**config.mk**
```make
export PLATFORM = sky130hd
export DESIGN_NAME = caf_alu
export DESIGN_NICKNAME = d
export VERILOG_FILES = /design/src/design/caf_pkg.sv /design/src/design/caf_alu.sv /design/src/design/caf_cycles.sv
export SDC_FILE = /design/constraint.sdc
export NUM_CORES = 1
export LEC_CHECK = 0
export BUFFER_PORTS_ARGS = -buffer_cell sky130_fd_sc_hd__buf_2
export CAP_MARGIN = 40
export CORE_MARGIN = 8
export CORE_UTILIZATION = 45
export CTS_CLUSTER_DIAMETER = 120
export DETAILED_ROUTE_END_ITERATION = 8
export MAX_ROUTING_LAYER = met4
export PLACE_DENSITY_LB_ADDON = 0.1
export SETUP_SLACK_MARGIN = 0.4
export SYNTH_ARGS = -nofsm -noshare
export SYNTH_HDL_FRONTEND = slang
export SYNTH_SLANG_ARGS = --single-unit
```
**constraint.sdc**
```tcl
create_clock -name aclk -period 4.2 [get_ports aclk]
set_clock_uncertainty 0.2 [all_clocks]
set_input_delay 0.42 -clock aclk [delete_from_list [all_inputs] [get_ports aclk]]
set_output_delay 0.42 -clock aclk [all_outputs]
set_load 0.005 [all_outputs]
```
**src/design/caf_pkg.sv**
```systemverilog
package caf_pkg;
  localparam int unsigned CAF_W = 16;
  localparam int unsigned CAF_BYTE_MSB = 7;
  localparam int unsigned CAF_WORD_MSB = 15;
  localparam logic [15:0] CAF_WORD_ONES = 16'hffff;
  localparam logic [15:0] CAF_BYTE_ONES = 16'h00ff;
  localparam logic [15:0] CAF_LOW_MASK = 16'h00ff;
  // status register bit positions
  localparam int unsigned CAF_SR_C = 0;
  localparam int unsigned CAF_SR_Z = 1;
  localparam int unsigned CAF_SR_N = 2;
  localparam int unsigned CAF_SR_GIE = 3;
  localparam int unsigned CAF_SR_PROCESSOR_OFF_BIT = 4;
  localparam int unsigned CAF_SR_OSCILLATOR_OFF_BIT = 5;
  localparam int unsigned CAF_SR_V = 8;
  localparam logic [15:0] CAF_SR_RESET = 16'h0000;
  // cycle counts
  localparam logic [3:0] CAF_CYC_INTERRUPT_RETURN_OP = 4'h5;
  localparam logic [3:0] CAF_CYC_IRQ = 4'h6;
  localparam logic [3:0] CAF_CYC_WDT = 4'h4;
  localparam logic [3:0] CAF_CYC_RST = 4'h4;
  localparam logic [3:0] CAF_CYC_1 = 4'h1;
  localparam logic [3:0] CAF_CYC_3 = 4'h3;
  localparam logic [3:0] CAF_CYC_4 = 4'h4;
  localparam logic [3:0] CAF_CYC_5 = 4'h5;
  // axi4-lite map
  localparam logic [5:0] CAF_A_CTRL = 6'h00;
  localparam logic [5:0] CAF_A_DST = 6'h04;
  localparam logic [5:0] CAF_A_SRC = 6'h08;
  localparam logic [5:0] CAF_A_SR = 6'h0c;
  localparam logic [5:0] CAF_A_RES = 6'h10;
  localparam logic [5:0] CAF_A_CYC = 6'h14;
  localparam logic [1:0] CAF_RESP_OK = 2'b00;
  localparam logic [1:0] CAF_RESP_ERR = 2'b10;

  typedef enum logic [3:0] {
    CAF_OP_RRC, CAF_OP_SBC, CAF_OP_SET_CARRY_OP, CAF_OP_SET_ZERO_OP, CAF_OP_SET_NEGATIVE_OP,
    CAF_OP_SUB, CAF_OP_SUBTRACT_WITH_CARRY, CAF_OP_BYTE_SWAP_OP, CAF_OP_SXT, CAF_OP_TST,
    CAF_OP_XOR, CAF_OP_NOP
  } caf_op_t;

  typedef enum logic [2:0] {
    CAF_AM_REG, CAF_AM_IND, CAF_AM_INC, CAF_AM_IMM,
    CAF_AM_IDX, CAF_AM_SYM, CAF_AM_ABS
  } caf_am_t;

  typedef enum logic [2:0] {
    CAF_EV_INTERRUPT_RETURN_OP, CAF_EV_IRQ, CAF_EV_WDT, CAF_EV_RST,
    CAF_EV_FMT2, CAF_EV_PUSH, CAF_EV_CALL
  } caf_ev_t;

  typedef struct packed {
    caf_op_t op;
    logic byte_w;
    logic dst_reg;
  } caf_cmd_t;

  typedef struct packed {
    logic [15:0] res;
    logic [15:0] sr;
    logic wr_dst;
  } caf_out_t;
endpackage : caf_pkg

```
**src/design/caf_alu.sv**
```systemverilog
// Local design decisions: register access over AXI4-Lite and the register offsets.
`timescale 1ns/100ps
module caf_alu (
  input wire aclk, // 125 MHz clock
  input wire aresetn, // sync reset, active low
  input wire [5:0] s_axi_awaddr, // write address
  input wire s_axi_awvalid, // write address valid
  output logic s_axi_awready, // write address ready
  input wire [31:0] s_axi_wdata, // write data
  input wire [3:0] s_axi_wstrb, // byte strobes
  input wire s_axi_wvalid, // write data valid
  output logic s_axi_wready, // write data ready
  output logic [1:0] s_axi_bresp, // write response
  output logic s_axi_bvalid, // write response valid
  input wire s_axi_bready, // response ready
  input wire [5:0] s_axi_araddr, // read address
  input wire s_axi_arvalid, // read address valid
  output logic s_axi_arready, // read address ready
  output logic [31:0] s_axi_rdata, // read data
  output logic [1:0] s_axi_rresp, // read response
  output logic s_axi_rvalid, // read valid
  input wire s_axi_rready // read ready
);
  import caf_pkg::*;

  logic [31:0] ctrl_q;
  logic [15:0] dst_q, src_q, sr_q, res_q;
  logic [3:0] cyc_q;
  logic aw_hold_q, w_hold_q;
  logic [5:0] awaddr_q;
  logic [31:0] wdata_q;
  logic [3:0] wstrb_q;
  logic bvalid_q, rvalid_q;
  logic [31:0] rdata_q;
  logic [1:0] bresp_q, rresp_q;

  // control fields: op, width, register dest, event, mode, go
  caf_cmd_t cmd;
  caf_ev_t ev;
  caf_am_t am;
  logic go;
  assign cmd = {caf_op_t'(ctrl_q[3:0]), ctrl_q[4], ctrl_q[5]};
  assign ev = caf_ev_t'(ctrl_q[10:8]);
  assign am = caf_am_t'(ctrl_q[14:12]);

  // helpers used for several results
  function automatic logic f_msb(input logic [15:0] v, input logic bw);
    f_msb = bw ? v[CAF_BYTE_MSB] : v[CAF_WORD_MSB];
  endfunction : f_msb
  function automatic logic f_zero(input logic [15:0] v, input logic bw);
    f_zero = bw ? (v[7:0] == 8'h00) : (v == 16'h0000);
  endfunction : f_zero

  // adder shared by the subtract family
  logic c_in, b_w;
  logic [15:0] add_b, add_cin;
  logic [16:0] sum_w;
  logic [8:0] sum_b;
  logic [15:0] sum;
  logic cout, ovf;
  assign c_in = sr_q[CAF_SR_C];
  assign b_w = cmd.byte_w;
  assign add_b = (cmd.op == CAF_OP_SBC) ?
                 (b_w ? CAF_BYTE_ONES : CAF_WORD_ONES) : ~src_q;
  assign add_cin = (cmd.op == CAF_OP_SUB) ? 16'h0001 : {15'h0000, c_in};
  assign sum_w = {1'b0, dst_q} + {1'b0, add_b} + {1'b0, add_cin};
  assign sum_b = {1'b0, dst_q[7:0]} + {1'b0, add_b[7:0]} +
                 {1'b0, add_cin[7:0]};
  assign sum = b_w ? {8'h00, sum_b[7:0]} : sum_w[15:0];
  assign cout = b_w ? sum_b[8] : sum_w[16];
  assign ovf = (f_msb(dst_q, b_w) == f_msb(add_b, b_w)) &&
               (f_msb(sum, b_w) != f_msb(dst_q, b_w));

  // rotate and logic results
  logic [15:0] rot, swp, sign_extend_op, xr;
  assign rot = b_w ? {8'h00, c_in, dst_q[7:1]} : {c_in, dst_q[15:1]};
  assign swp = {dst_q[7:0], dst_q[15:8]};
  assign sign_extend_op = {{8{dst_q[CAF_BYTE_MSB]}}, dst_q[7:0]};
  assign xr = b_w ? {8'h00, dst_q[7:0] ^ src_q[7:0]} : dst_q ^ src_q;

  // result and flag selection
  logic [15:0] res_d, sr_d;
  logic wr_d;
  logic n_r, z_r;
  always_comb begin
    res_d = dst_q;
    sr_d = sr_q;
    wr_d = 1'b1;
    case (cmd.op)
      CAF_OP_RRC: begin
        res_d = rot;
        sr_d[CAF_SR_C] = dst_q[0];
        sr_d[CAF_SR_V] = ~f_msb(dst_q, b_w) & c_in;
      end
      CAF_OP_SBC, CAF_OP_SUB, CAF_OP_SUBTRACT_WITH_CARRY: begin
        res_d = sum;
        sr_d[CAF_SR_C] = cout;
        sr_d[CAF_SR_V] = ovf;
      end
      CAF_OP_SET_CARRY_OP: begin
        wr_d = 1'b0;
        sr_d[CAF_SR_C] = 1'b1;
      end
      CAF_OP_SET_ZERO_OP: begin
        wr_d = 1'b0;
        sr_d[CAF_SR_Z] = 1'b1;
      end
      CAF_OP_SET_NEGATIVE_OP: begin
        wr_d = 1'b0;
        sr_d[CAF_SR_N] = 1'b1;
      end
      CAF_OP_BYTE_SWAP_OP: res_d = swp;
      CAF_OP_SXT: begin
        res_d = sign_extend_op;
        sr_d[CAF_SR_C] = (sign_extend_op != 16'h0000);
        sr_d[CAF_SR_V] = 1'b0;
      end
      CAF_OP_TST: begin
        wr_d = 1'b0;
        sr_d[CAF_SR_C] = 1'b1;
        sr_d[CAF_SR_V] = 1'b0;
      end
      CAF_OP_XOR: begin
        res_d = xr;
        sr_d[CAF_SR_C] = ~f_zero(xr, b_w);
        sr_d[CAF_SR_V] = f_msb(dst_q, b_w) & f_msb(src_q, b_w);
      end
      default: wr_d = 1'b0;
    endcase
    n_r = f_msb((cmd.op == CAF_OP_TST) ? dst_q : res_d,
                b_w && cmd.op != CAF_OP_SXT && cmd.op != CAF_OP_BYTE_SWAP_OP);
    z_r = f_zero((cmd.op == CAF_OP_TST) ? dst_q : res_d,
                 b_w && cmd.op != CAF_OP_SXT && cmd.op != CAF_OP_BYTE_SWAP_OP);
    if (cmd.op != CAF_OP_SET_CARRY_OP && cmd.op != CAF_OP_SET_ZERO_OP &&
        cmd.op != CAF_OP_SET_NEGATIVE_OP && cmd.op != CAF_OP_BYTE_SWAP_OP &&
        cmd.op != CAF_OP_NOP) begin
      sr_d[CAF_SR_N] = n_r;
      sr_d[CAF_SR_Z] = z_r;
    end
    // clear upper byte
    // memory byte writes would keep it; only register dest is cleared
    if (b_w && cmd.op != CAF_OP_SXT && cmd.op != CAF_OP_BYTE_SWAP_OP &&
        !cmd.dst_reg) begin
      res_d[15:8] = dst_q[15:8];
    end
    sr_d[CAF_SR_GIE] = sr_q[CAF_SR_GIE];
    sr_d[CAF_SR_PROCESSOR_OFF_BIT] = sr_q[CAF_SR_PROCESSOR_OFF_BIT];
    sr_d[CAF_SR_OSCILLATOR_OFF_BIT] = sr_q[CAF_SR_OSCILLATOR_OFF_BIT];
  end

  // cycle lookup
  logic [3:0] cyc_w;
  logic ext_w;
  caf_cycles u_cyc (
    .ev(ev),
    .am(am),
    .cycles(cyc_w),
    .ext_word(ext_w)
  );

  // axi write path: address and data in either order
  logic aw_fire, w_fire, do_wr;
  logic [5:0] wa;
  logic [31:0] wd;
  logic [3:0] ws;
  assign s_axi_awready = ~aw_hold_q & ~bvalid_q;
  assign s_axi_wready = ~w_hold_q & ~bvalid_q;
  assign aw_fire = s_axi_awvalid & s_axi_awready;
  assign w_fire = s_axi_wvalid & s_axi_wready;
  assign do_wr = (aw_hold_q | aw_fire) & (w_hold_q | w_fire);
  assign wa = aw_hold_q ? awaddr_q : s_axi_awaddr;
  assign wd = w_hold_q ? wdata_q : s_axi_wdata;
  assign ws = w_hold_q ? wstrb_q : s_axi_wstrb;
  logic wa_ok;
  assign wa_ok = (wa == CAF_A_CTRL) || (wa == CAF_A_DST) ||
                 (wa == CAF_A_SRC) || (wa == CAF_A_SR);
  // writing ctrl with bit 31 starts one operation next cycle
  assign go = do_wr && (wa == CAF_A_CTRL) && ws[3] && wd[31];

  function automatic logic [15:0] f_merge(input logic [15:0] o,
      input logic [31:0] d, input logic [3:0] s);
    f_merge = {s[1] ? d[15:8] : o[15:8], s[0] ? d[7:0] : o[7:0]};
  endfunction : f_merge

  logic run_q;
  always_ff @(posedge aclk) begin
    if (!aresetn) begin
      aw_hold_q <= 1'b0;
      w_hold_q <= 1'b0;
      awaddr_q <= 6'h00;
      wdata_q <= 32'h00000000;
      wstrb_q <= 4'h0;
      bvalid_q <= 1'b0;
      bresp_q <= CAF_RESP_OK;
    end else begin
      if (do_wr) begin
        aw_hold_q <= 1'b0;
        w_hold_q <= 1'b0;
        bvalid_q <= 1'b1;
        bresp_q <= wa_ok ? CAF_RESP_OK : CAF_RESP_ERR;
      end else begin
        if (aw_fire) begin
          aw_hold_q <= 1'b1;
          awaddr_q <= s_axi_awaddr;
        end
        if (w_fire) begin
          w_hold_q <= 1'b1;
          wdata_q <= s_axi_wdata;
          wstrb_q <= s_axi_wstrb;
        end
        if (bvalid_q && s_axi_bready) begin
          bvalid_q <= 1'b0;
        end
      end
    end
  end

  // registers and execution; an operation overrides a same-cycle write
  always_ff @(posedge aclk) begin
    if (!aresetn) begin
      ctrl_q <= 32'h00000000;
      dst_q <= 16'h0000;
      src_q <= 16'h0000;
      sr_q <= CAF_SR_RESET;
      res_q <= 16'h0000;
      cyc_q <= 4'h0;
      run_q <= 1'b0;
    end else begin
      run_q <= go;
      if (do_wr && wa == CAF_A_CTRL) begin
        ctrl_q <= {1'b0, wd[30:0]};
      end
      if (do_wr && wa == CAF_A_DST) begin
        dst_q <= f_merge(dst_q, wd, ws);
      end
      if (do_wr && wa == CAF_A_SRC) begin
        src_q <= f_merge(src_q, wd, ws);
      end
      if (do_wr && wa == CAF_A_SR && !run_q) begin
        sr_q <= f_merge(sr_q, wd, ws);
      end
      if (run_q) begin
        sr_q <= sr_d;
        res_q <= wr_d ? res_d : dst_q;
        cyc_q <= cyc_w;
        if (wr_d) begin
          dst_q <= res_d;
        end
      end
    end
  end

  // axi read path
  logic [5:0] ra;
  logic [31:0] rd_w;
  logic ra_ok;
  assign s_axi_arready = ~rvalid_q;
  assign ra = s_axi_araddr;
  assign ra_ok = (ra == CAF_A_CTRL) || (ra == CAF_A_DST) ||
                 (ra == CAF_A_SRC) || (ra == CAF_A_SR) ||
                 (ra == CAF_A_RES) || (ra == CAF_A_CYC);
  assign rd_w = (ra == CAF_A_CTRL) ? {1'b0, ctrl_q[30:0]} :
                (ra == CAF_A_DST) ? {16'h0000, dst_q} :
                (ra == CAF_A_SRC) ? {16'h0000, src_q} :
                (ra == CAF_A_SR) ? {16'h0000, sr_q} :
                (ra == CAF_A_RES) ? {16'h0000, res_q} :
                (ra == CAF_A_CYC) ? {27'h0000000, ext_w, cyc_q} :
                32'h00000000;
  always_ff @(posedge aclk) begin
    if (!aresetn) begin
      rvalid_q <= 1'b0;
      rdata_q <= 32'h00000000;
      rresp_q <= CAF_RESP_OK;
    end else if (s_axi_arvalid && s_axi_arready) begin
      rvalid_q <= 1'b1;
      rdata_q <= rd_w;
      rresp_q <= ra_ok ? CAF_RESP_OK : CAF_RESP_ERR;
    end else if (rvalid_q && s_axi_rready) begin
      rvalid_q <= 1'b0;
    end
  end
  assign s_axi_bvalid = bvalid_q;
  assign s_axi_bresp = bresp_q;
  assign s_axi_rvalid = rvalid_q;
  assign s_axi_rdata = rdata_q;
  assign s_axi_rresp = rresp_q;
endmodule : caf_alu

```
**src/design/caf_cycles.sv**
```systemverilog
`timescale 1ns/100ps
module caf_cycles
  import caf_pkg::*;
(
  input wire caf_pkg::caf_ev_t ev, // event or format
  input wire caf_pkg::caf_am_t am, // addressing mode
  output logic [3:0] cycles, // master-clock cycles
  output logic ext_word // one extension word
);
  // event or format, and mode only
  // operation never enters here, only format and mode
  always_comb begin
    cycles = CAF_CYC_1;
    case (ev)
      CAF_EV_INTERRUPT_RETURN_OP: cycles = CAF_CYC_INTERRUPT_RETURN_OP;
      CAF_EV_IRQ: cycles = CAF_CYC_IRQ;
      CAF_EV_WDT: cycles = CAF_CYC_WDT;
      CAF_EV_RST: cycles = CAF_CYC_RST;
      CAF_EV_FMT2: begin
        if (am == CAF_AM_REG) begin
          cycles = CAF_CYC_1;
        end else if (am == CAF_AM_IND || am == CAF_AM_INC) begin
          cycles = CAF_CYC_3;
        end else begin
          cycles = CAF_CYC_4;
        end
      end
      CAF_EV_PUSH: begin
        if (am == CAF_AM_REG) begin
          cycles = CAF_CYC_3;
        end else if (am == CAF_AM_IND || am == CAF_AM_INC ||
                     am == CAF_AM_IMM) begin
          cycles = CAF_CYC_4;
        end else begin
          cycles = CAF_CYC_5;
        end
      end
      CAF_EV_CALL: begin
        if (am == CAF_AM_REG || am == CAF_AM_IND) begin
          cycles = CAF_CYC_4;
        end else begin
          cycles = CAF_CYC_5;
        end
      end
      default: cycles = CAF_CYC_1;
    endcase
  end
  assign ext_word = (am == CAF_AM_IDX) || (am == CAF_AM_SYM) ||
                    (am == CAF_AM_ABS) || (am == CAF_AM_IMM);
endmodule : caf_cycles

```
==> impl_metrics.json, run 1 <==
{
  "status": "finished clean",
  "synth_cell_types": 84,
  "antenna_found_initial": 1,
  "finalMaxSlewViolations": 0,
  "setup_viol": 0,
  "tightest_slew_ns": 0.746,
  "portBuffers": 91,
  "cts.sinks": 177,
  "core_area_um2": 23300,
  "rr_startpoint": "ctrl_q[0]",
  "grt_pass1_vias": 9523,
  "drive_gt1_share_pct": 18.1,
  "dp_hpwl_um": 25300,
  "intPower_mw": 2.75,
  "die_h_um": 170,
  "post-route-period-util_pct": 87.2,
  "ys_top_cells_by_area": "dfxtp_1 33%, mux2i_1 8.3%, nand2_1 7.8%",
  "dr.pass1.iters": 5,
  "grt_max_degree": 77,
  "netSwitchingPower_mw": 1.03,
  "worstPathArrival_ns": 3.83,
  "pwr-share-seq_pct": 46.3,
  "critPathLaunchType": "flop",
  "pin_count": 96,
  "grtUsageMet1_pct": 31.7,
  "syn_avg_cell_area_um2": 8.08,
  "setup_ws_ns": 0.537,
  "slowest_delay_ns": 0.44,
  "max_freq_mhz": 273,
  "ctsRootBufferMaster": "clkbuf_16",
  "min_from": "s_axi_wdata[18]",
  "routabilityCongestion": 1.02,
  "cts_buffer_depth": 2,
  "required_ns": 4.37,
  "start_util_pct": 45.5,
  "path_cells": "inv_2, nor2_4, nand2_4, nand2_4, fa_2, fa_2, a211oi_4, o21ai_4, a211o_1, o41ai_4, nor3_2, or4_4, o211a_1, nor2_1",
  "combPwrFrac_pct": 10.7,
  "hold-path-endpoint": "wdata_q[18]",
  "yosysMostFrequentCell": "nand2_1",
  "ir_drop_v": 0.000261,
  "nFillCells": 2320,
  "gr-max-usage-layer": "met2",
  "syn_inst": 1314,
  "die_area_um2": 28800,
  "overflow": 0,
  "worstReg2RegEnd": "res_q[14]",
  "ys_top_cells_by_count": "222 x nand2_1, 177 x dfxtp_1, 88 x mux2i_1, 86 x a21oi_1, 81 x nor2_1",
  "ys_seq_area_share_pct": 33.4,
  "cpMaxStageDelayCell": "or4_4",
  "synth-seq-cells": 177,
  "period_needed_ns": 3.66,
  "fin_setup_tns_ns": 0,
  "p_sw_share_pct": 27.3,
  "grt_util_met3_pct": 4.49,
  "cts_max_level": 4,
  "rsz0062_at_grt": "false",
  "criticalPathCategory": "reg2reg",
  "cts_made_buffers": 17,
  "hold_violations": 0,
  "syn_to_final_growth_pct": 14.8,
  "crit_family": "compound AO/OA/AOI/OAI gates",
  "gr-usage-all-layers_pct": 24.8,
  "fin_nets": 1443,
  "cp_num_buf_inv": 1,
  "yosys_most_used_dff": "dfxtp_1",
  "synth_top_area_share_pct": 33.4,
  "dpl_worst_slack_ns": 0.278,
  "p_clk_share_pct": 43.0,
  "synth_warnings": 0,
  "reg2reg_depth": 14,
  "min_path_cells": 3,
  "antenna_left": 0,
  "synth_edf_count": 0,
  "clk_pin_slew_ns": 0.08,
  "worstPathMaxFanout": 7,
  "rows": 56,
  "cts_tree": "yes",
  "vias": 9985,
  "drtIter0Drc": 778,
  "synthArstFlopShare_pct": 0,
  "cp-end-kind": "flop",
  "hold_buffers": 0,
  "hp-class": "in2reg",
  "power.density_nw_per_um2": 310,
  "avgRoutedWirePerCell_um": 20.7,
  "syn-cell-area_um2": 10600,
  "p_leak_nw": 5.18,
  "hold_slack_ns": 0.0360,
  "synth_top_area_cell": "dfxtp_1",
  "drc": 0,
  "grt_pass1_wl_um": 54400,
  "drt-total-wl_um": 35200,
  "cap_violations": 0,
  "reg2reg_slack_ns": 0.54,
  "die_x_um": 170,
  "worstSkewPairLatency_ns": 0.43,
  "via_per_inst": 5.86,
  "slew_headroom_pct": 50.0,
  "met2_usage_pct": 38.7
}
-- power by group through the flow --
stage          Combinational [mW]  Clock [mW]  Sequential, mW
2_1_floorplan               0.263           0            1.78
3_3_place_gp                0.391           0            1.79
3_5_place_dp                0.394           0            1.79
4_1_cts                     0.399        1.66            1.75
5_1_grt                     0.441        1.73            1.75
6_report                    0.403        1.63            1.75
-- layout make-up --
type / count / area, µm² / share of cell area (%)
multi-input cells: 1014 / 6710 / 55.0
flip-flops and latches: 177 / 3550 / 29.1
repair buffers: 143 / 861 / 7.06
clock buffers: 18 / 439 / 3.60
well taps: 319 / 399 / 3.27
clock inverters: 14 / 165 / 1.35
inverters: 18 / 67.6 / 0.554
diodes: 1 / 2.50 / 0.0205
-- per-layer routing --
layer | wire length, µm | part of all wire, % | vias to the layer above
met5 | 0 | 0 | -
met4 | 1030 | 2.9 | 0
met3 | 2390 | 6.8 | 69
met2 | 16000 | 45 | 386
met1 | 15800 | 45 | 4719
li1 | - | - | 4811
-- registers in the layout (all words and copies together), names as in the netlist, 3 cells and up --
register	cells
sr_q	16
ctrl_q	31
res_q	16
dst_q	16
wdata_q	32
awaddr_q	6
src_q	16
wstrb_q	3
s_axi_rdata	31
cyc_q	3
-- layout by cell type, fill, tap and decap left out, types with 17 or more instances in the layout --
master | synthesis | layout
nand2_1 | 222 | 219
dfxtp_1 | 177 | 173
buf_2 | 12 | 90
mux2i_1 | 88 | 88
a21oi_1 | 86 | 80
nor2_1 | 81 | 78
o21ai_0 | 68 | 67
buf_4 | 8 | 50
nor2b_1 | 51 | 49
a21boi_0 | 43 | 43
o211a_1 | 34 | 34
nor3_1 | 26 | 23
mux2_2 | 20 | 20
nand3_1 | 19 | 19
xnor2_1 | 18 | 18
inv_1 | 18 | 17
clkbuf_16 | 0 | 17
-- how the worst max path moves through the flow --
stage                     cells past startpoint  slack, ns   endpoint       from
after floorplan                              17       0.33  res_q[14]  ctrl_q[1]
after global placement                       13       0.32    sr_q[1]  ctrl_q[3]
after detailed placement                     13       0.28    sr_q[1]  ctrl_q[3]
after CTS                                    14       0.41    sr_q[1]  ctrl_q[0]
after global routing                         14       0.38    sr_q[8]  ctrl_q[0]
final                                        14       0.54  res_q[14]  ctrl_q[0]
-- kinds of logic (layout without fill, tap and decap cells) --
group / Yosys count / in the layout / share of synthesized area (%)
mux: 110 / 110 / 10.6
simple gates: 490 / 490 / 22.4
flops: 177 / 177 / 33.4
other cells: 1 / 4 / 0.0353
xor+xnor: 25 / 25 / 2.06
compound gates: 369 / 369 / 24.3
buf+inv: 125 / 193 / 5.12
fa+ha+maj: 17 / 17 / 2.14
-- worst register-to-register path, stage by stage, from the launching register on --
cell	delay [ns]
dfxtp_1	0.32
inv_2	0.07
nor2_4	0.05
nand2_4	0.14
nand2_4	0.06
fa_2	0.38
fa_2	0.42
a211oi_4	0.31
o21ai_4	0.13
a211o_1	0.34
o41ai_4	0.31
nor3_2	0.07
or4_4	0.44
o211a_1	0.23
nor2_1	0.11
-- metrics by stage --
step / total power, mW / cells / utilization [%] / cell area [µm²]
6_report: 3.78 / 1704 / 52.3 / 12200
3_5_place_dp: 2.18 / 1662 / 48.8 / 11400
3_3_place_gp: 2.18 / 1661 / 48.8 / 11400
2_1_floorplan: 2.04 / 1316 / - / 10700
5_1_grt: 3.92 / 1704 / 52.3 / 12200
4_1_cts: 3.80 / 1695 / 51.6 / 12000
-- repair_timing --
item | CTS | global route
pin swaps | 1 | 16
endpoints found under the setup margin | 6 | 6
buffers inserted | 1 | 8
resized for setup | 7 | 24
No activity file was read; power rests on OpenSTA's default activity.
==> run 2, diff against run 1 <==
CORE_ASPECT_RATIO = 1.4   (was not set)
==> impl_metrics.json, run 2 (synthesized netlist as in run 1, its figures left out) <==
{
  "grt_pass1_wl_um": 53900,
  "drc": 0,
  "worstPathMaxFanout": 4,
  "cts_buffer_depth": 2,
  "hold_buffers": 0,
  "netSwitchingPower_mw": 0.924,
  "syn_to_final_growth_pct": 14.0,
  "die_area_um2": 28800,
  "via_per_inst": 5.88,
  "combPwrFrac_pct": 10.4,
  "tightest_slew_ns": 0.739,
  "status": "finished clean",
  "hold_violations": 0,
  "intPower_mw": 2.90,
  "grt_pass1_vias": 9700,
  "hp-class": "in2reg",
  "power.density_nw_per_um2": 316,
  "required_ns": 4.31,
  "multi_input_area_um2": 6680,
  "rsz0062_at_grt": "false",
  "core_area_um2": 23200,
  "period_needed_ns": 3.72,
  "slew_headroom_pct": 50.6,
  "die_h_um": 198,
  "p_clk_share_pct": 43.7,
  "start_util_pct": 45.8,
  "portBuffers": 91,
  "antenna_found_initial": 0,
  "finalMaxSlewViolations": 0,
  "cts_max_level": 4,
  "dpl_worst_slack_ns": 0.248,
  "p_leak_nw": 5.14,
  "cts_tree": "yes",
  "post-route-period-util_pct": 88.5,
  "fin_nets": 1439,
  "final_common_cell": "nand2_1",
  "die_x_um": 146,
  "gr-usage-all-layers_pct": 24.2,
  "finish.utilization_pct": 52.2,
  "min_path_cells": 2,
  "finalPower_mw": 3.82,
  "cts.sinks": 177,
  "drtIter0Drc": 902,
  "cap_violations": 0,
  "critPathLaunchType": "flop",
  "vias": 9897,
  "setup_viol": 0,
  "fin_setup_tns_ns": 0,
  "dr.pass1.iters": 5,
  "drt-total-wl_um": 34700,
  "seq_area_um2": 3550,
  "drive_gt1_share_pct": 17.2,
  "dp_hpwl_um": 25400,
  "antenna_left": 0,
  "mostFrequentLayoutCells": "220 x nand2_1, 175 x dfxtp_1, 90 x buf_2",
  "largest_reg_flops": 32,
  "criticalPathCategory": "reg2reg",
  "clk_pin_slew_ns": 0.07,
  "avgRoutedWirePerCell_um": 20.6,
  "pwr-share-seq_pct": 45.9,
  "largest_register": "wdata_q",
  "hold_slack_ns": 0.0477,
  "reg2reg_slack_ns": 0.48,
  "grt_max_degree": 59,
  "pin_count": 96,
  "routabilityCongestion": 0.974,
  "ctsRootBufferMaster": "clkbuf_16",
  "p_sw_share_pct": 24.2,
  "cts_made_buffers": 17,
  "rows": 66,
  "worstSkewPairLatency_ns": 0.42,
  "ir_drop_v": 0.000316,
  "overflow": 0,
  "setup_ws_ns": 0.484,
  "worstPathArrival_ns": 3.83,
  "cp-end-kind": "flop",
  "max_freq_mhz": 269,
  "reg2reg_depth": 12,
  "nFillCells": 2298
}
[run 2: worst paths after layout]
path,endpoint,from
max,res_q[8],sr_q[0]
min,s_axi_rvalid,s_axi_arvalid
max reg2reg,res_q[8],sr_q[0]
min reg2reg,s_axi_rdata[17],ctrl_q[17]
[run 2: per-stage QoR]
stage / instances / area (µm²)
3_3_place_gp: 1647 / 11300
4_1_cts: 1678 / 12000
5_1_grt: 1682 / 12100
3_5_place_dp: 1648 / 11400
2_1_floorplan: 1316 / 10700
6_report: 1683 / 12100
[run 2: power by group through the flow]
stage / logic (mW) / registers [mW] / clock network, mW
floorplan: 0.263 / 1.78 / 0
global route: 0.436 / 1.76 / 1.77
CTS: 0.396 / 1.75 / 1.71
finish: 0.398 / 1.75 / 1.67
detailed placement: 0.391 / 1.79 / 0
global placement: 0.388 / 1.79 / 0
[run 2: critical path, cell delays in order (launching register included)]
cell and delay [ns]:
dfxtp_1 0.34, inv_1 0.17, nand2_1 0.11, fa_2 0.41, fa_2 0.42, a211oi_4 0.31
o21ai_0 0.17, a31oi_1 0.37, xnor2_1 0.16, a221oi_1 0.50, o21ai_0 0.20, mux2i_1 0.16
nor2b_1 0.06
[run 2: repair_timing]
item,4_1_cts,5_1_grt
setup endpoints to repair,5,9
setup buffers,2,4
resized for setup,6,17
pin swaps,2,6
[run 2: layout make-up]
cell class,count,area share [%]
Clock inverter,9,1.30
Sequential cell,177,29.3
Timing Repair Buffer,139,6.76
Multi-Input combinational cell,1014,55.2
Clock buffer,19,3.74
Tap cell,306,3.16
Antenna cell,1,0.0207
Inverter,18,0.558
[run 2: layer usage]
metal | GRT usage, % | share of wire [%]
met5 | - | 0
met1 | 28.0 | 41
met4 | 14.1 | 5.7
met2 | 39.6 | 48
met3 | 3.59 | 5.3
==> run 3, diff against run 2 <==
clock period = 3.5 ns   (was 4.2 ns; I/O delays follow)
==> impl_metrics.json, run 3 (synthesized netlist as in run 1, its figures left out) <==
{
  "portBuffers": 91,
  "mostFrequentLayoutCells": "218 x nand2_1, 172 x dfxtp_1, 114 x buf_4",
  "seq_area_um2": 3550,
  "cts.sinks": 177,
  "fin_nets": 1553,
  "core_area_um2": 23200,
  "finalPower_mw": 4.71,
  "antenna_found_initial": 0,
  "worstPathArrival_ns": 3.65,
  "drc": 0,
  "violations": "setup timing",
  "stdcell_count": 1800,
  "dpl_worst_slack_ns": -0.189,
  "largest_reg_flops": 32,
  "gr-usage-all-layers_pct": 26.0,
  "power.density_nw_per_um2": 350,
  "tightest_slew_ns": 0.933,
  "hold-path-endpoint": "wstrb_q[3]",
  "critPathLaunchType": "flop",
  "pwr-share-seq_pct": 44.5,
  "reg2reg_slack_ns": -0.04,
  "min_from": "s_axi_wstrb[3]",
  "rr_startpoint": "ctrl_q[0]",
  "grt_max_degree": 53,
  "final_cell_area_um2": 13500,
  "grt_pass1_vias": 10480,
  "cap_violations": 0,
  "setup_viol": 4,
  "die_area_um2": 28800,
  "grt_pass1_wl_um": 58100,
  "dr.pass1.iters": 5,
  "avgRoutedWirePerCell_um": 20.5,
  "status": "finished with violations",
  "dp_hpwl_um": 26900,
  "place_area_um2": 11800,
  "placedCellCount": 1710,
  "hold_violations": 0,
  "p_clk_share_pct": 43.7,
  "criticalPathCategory": "reg2reg",
  "period_needed_ns": 3.54,
  "cts_max_level": 4,
  "netSwitchingPower_mw": 1.20,
  "setup_ws_ns": -0.0364,
  "cp-end-kind": "flop",
  "nFillCells": 2136,
  "cts_tree": "yes",
  "rsz0062_at_grt": "true",
  "drive_gt1_share_pct": 24.0,
  "hold_slack_ns": 0.0120,
  "largest_register": "wdata_q",
  "ir_drop_v": 0.000353,
  "start_util_pct": 45.8,
  "die_h_um": 198,
  "routabilityCongestion": 0.974,
  "antenna_left": 0,
  "critical_path.startpoint": "ctrl_q[0]",
  "cts_buffer_depth": 2,
  "slew_headroom_pct": 36.2,
  "antennaDiodeCount": 0,
  "hp-class": "in2reg",
  "reg2reg_depth": 14,
  "p_sw_share_pct": 25.4,
  "worstSkewPairLatency_ns": 0.43,
  "post-route-period-util_pct": 101,
  "rows": 66,
  "finalMaxSlewViolations": 0,
  "via_per_inst": 5.80,
  "worstPathMaxFanout": 6,
  "intPower_mw": 3.51,
  "p_leak_nw": 5.79,
  "clk_pin_slew_ns": 0.07,
  "drtIter0Drc": 768,
  "overflow": 0,
  "drt-total-wl_um": 37000,
  "syn_to_final_growth_pct": 26.8,
  "combPwrFrac_pct": 11.8,
  "cts_made_buffers": 17,
  "min_path_cells": 3,
  "pin_count": 96,
  "worstReg2RegEnd": "sr_q[8]",
  "multi_input_area_um2": 7020,
  "required_ns": 3.62,
  "vias": 10442,
  "max_freq_mhz": 283,
  "final_common_cell": "nand2_1",
  "ctsRootBufferMaster": "clkbuf_16",
  "die_x_um": 146
}
-- run 3: worst max-delay path by stage --
| stage | slack [ns] | endpoint |
|---|---|---|
| floorplan | -0.37 | res_q[14] |
| global placement | -0.14 | dst_q[14] |
| detailed placement | -0.19 | sr_q[8] |
| CTS | -0.05 | res_q[14] |
| global route | -0.17 | dst_q[14] |
| finish | -0.04 | sr_q[8] |
-- run 3: metrics by stage --
stage / util, % / setup TNS, ns
detailed placement: 51.0 / -0.940
finish: 58.1 / -0.0693
floorplan: - / -1.88
global route: 58.1 / -0.776
CTS: 57.2 / -0.105
global placement: 51.0 / -0.728
-- run 3: layout make-up --
class / count / area share [%]
inverters: 18 / 0.502
repair buffers: 253 / 13.5
multi-input cells: 1014 / 52.1
well taps: 306 / 2.84
clock buffers: 17 / 3.16
clock inverters: 15 / 1.53
flip-flops and latches: 177 / 26.4
-- run 3: critical path, cell delays in order, from the launching register on --
cell and delay, ns:
dfxtp_2 0.33, inv_2 0.05, nor2_4 0.14, nand2_4 0.12
nor2_4 0.22, a21oi_2 0.05, ha_1 0.29, a21o_1 0.19
a221o_1 0.36, a311oi_2 0.28, a21oi_2 0.11, or3_1 0.31
a31o_1 0.23, mux2i_1 0.16, o311a_1 0.37
-- run 3: power by group through the flow --
stage	clock network, mW	logic (mW)	registers (mW)
floorplan	0	0.316	2.14
global placement	0	0.487	2.14
detailed placement	0	0.492	2.14
CTS	2.09	0.546	2.10
global route	2.17	0.604	2.10
finish	2.06	0.554	2.10
-- run 3: metal layers --
metal,up-vias,share of wire [%],track usage (%)
met3,92,4.1,3.06
met2,348,50,44.7
li1,5022,-,-
met1,4980,42,29.9
met5,-,0,-
met4,0,4.0,12.4
-- run 3: timing repair --
item,4_1_cts,5_1_grt
endpoints found under the setup margin,22,35
gates resized for setup,61,36
hold buffers,41,0
hold endpoints to repair,40,0
setup buffers,14,3
pin swaps,35,21
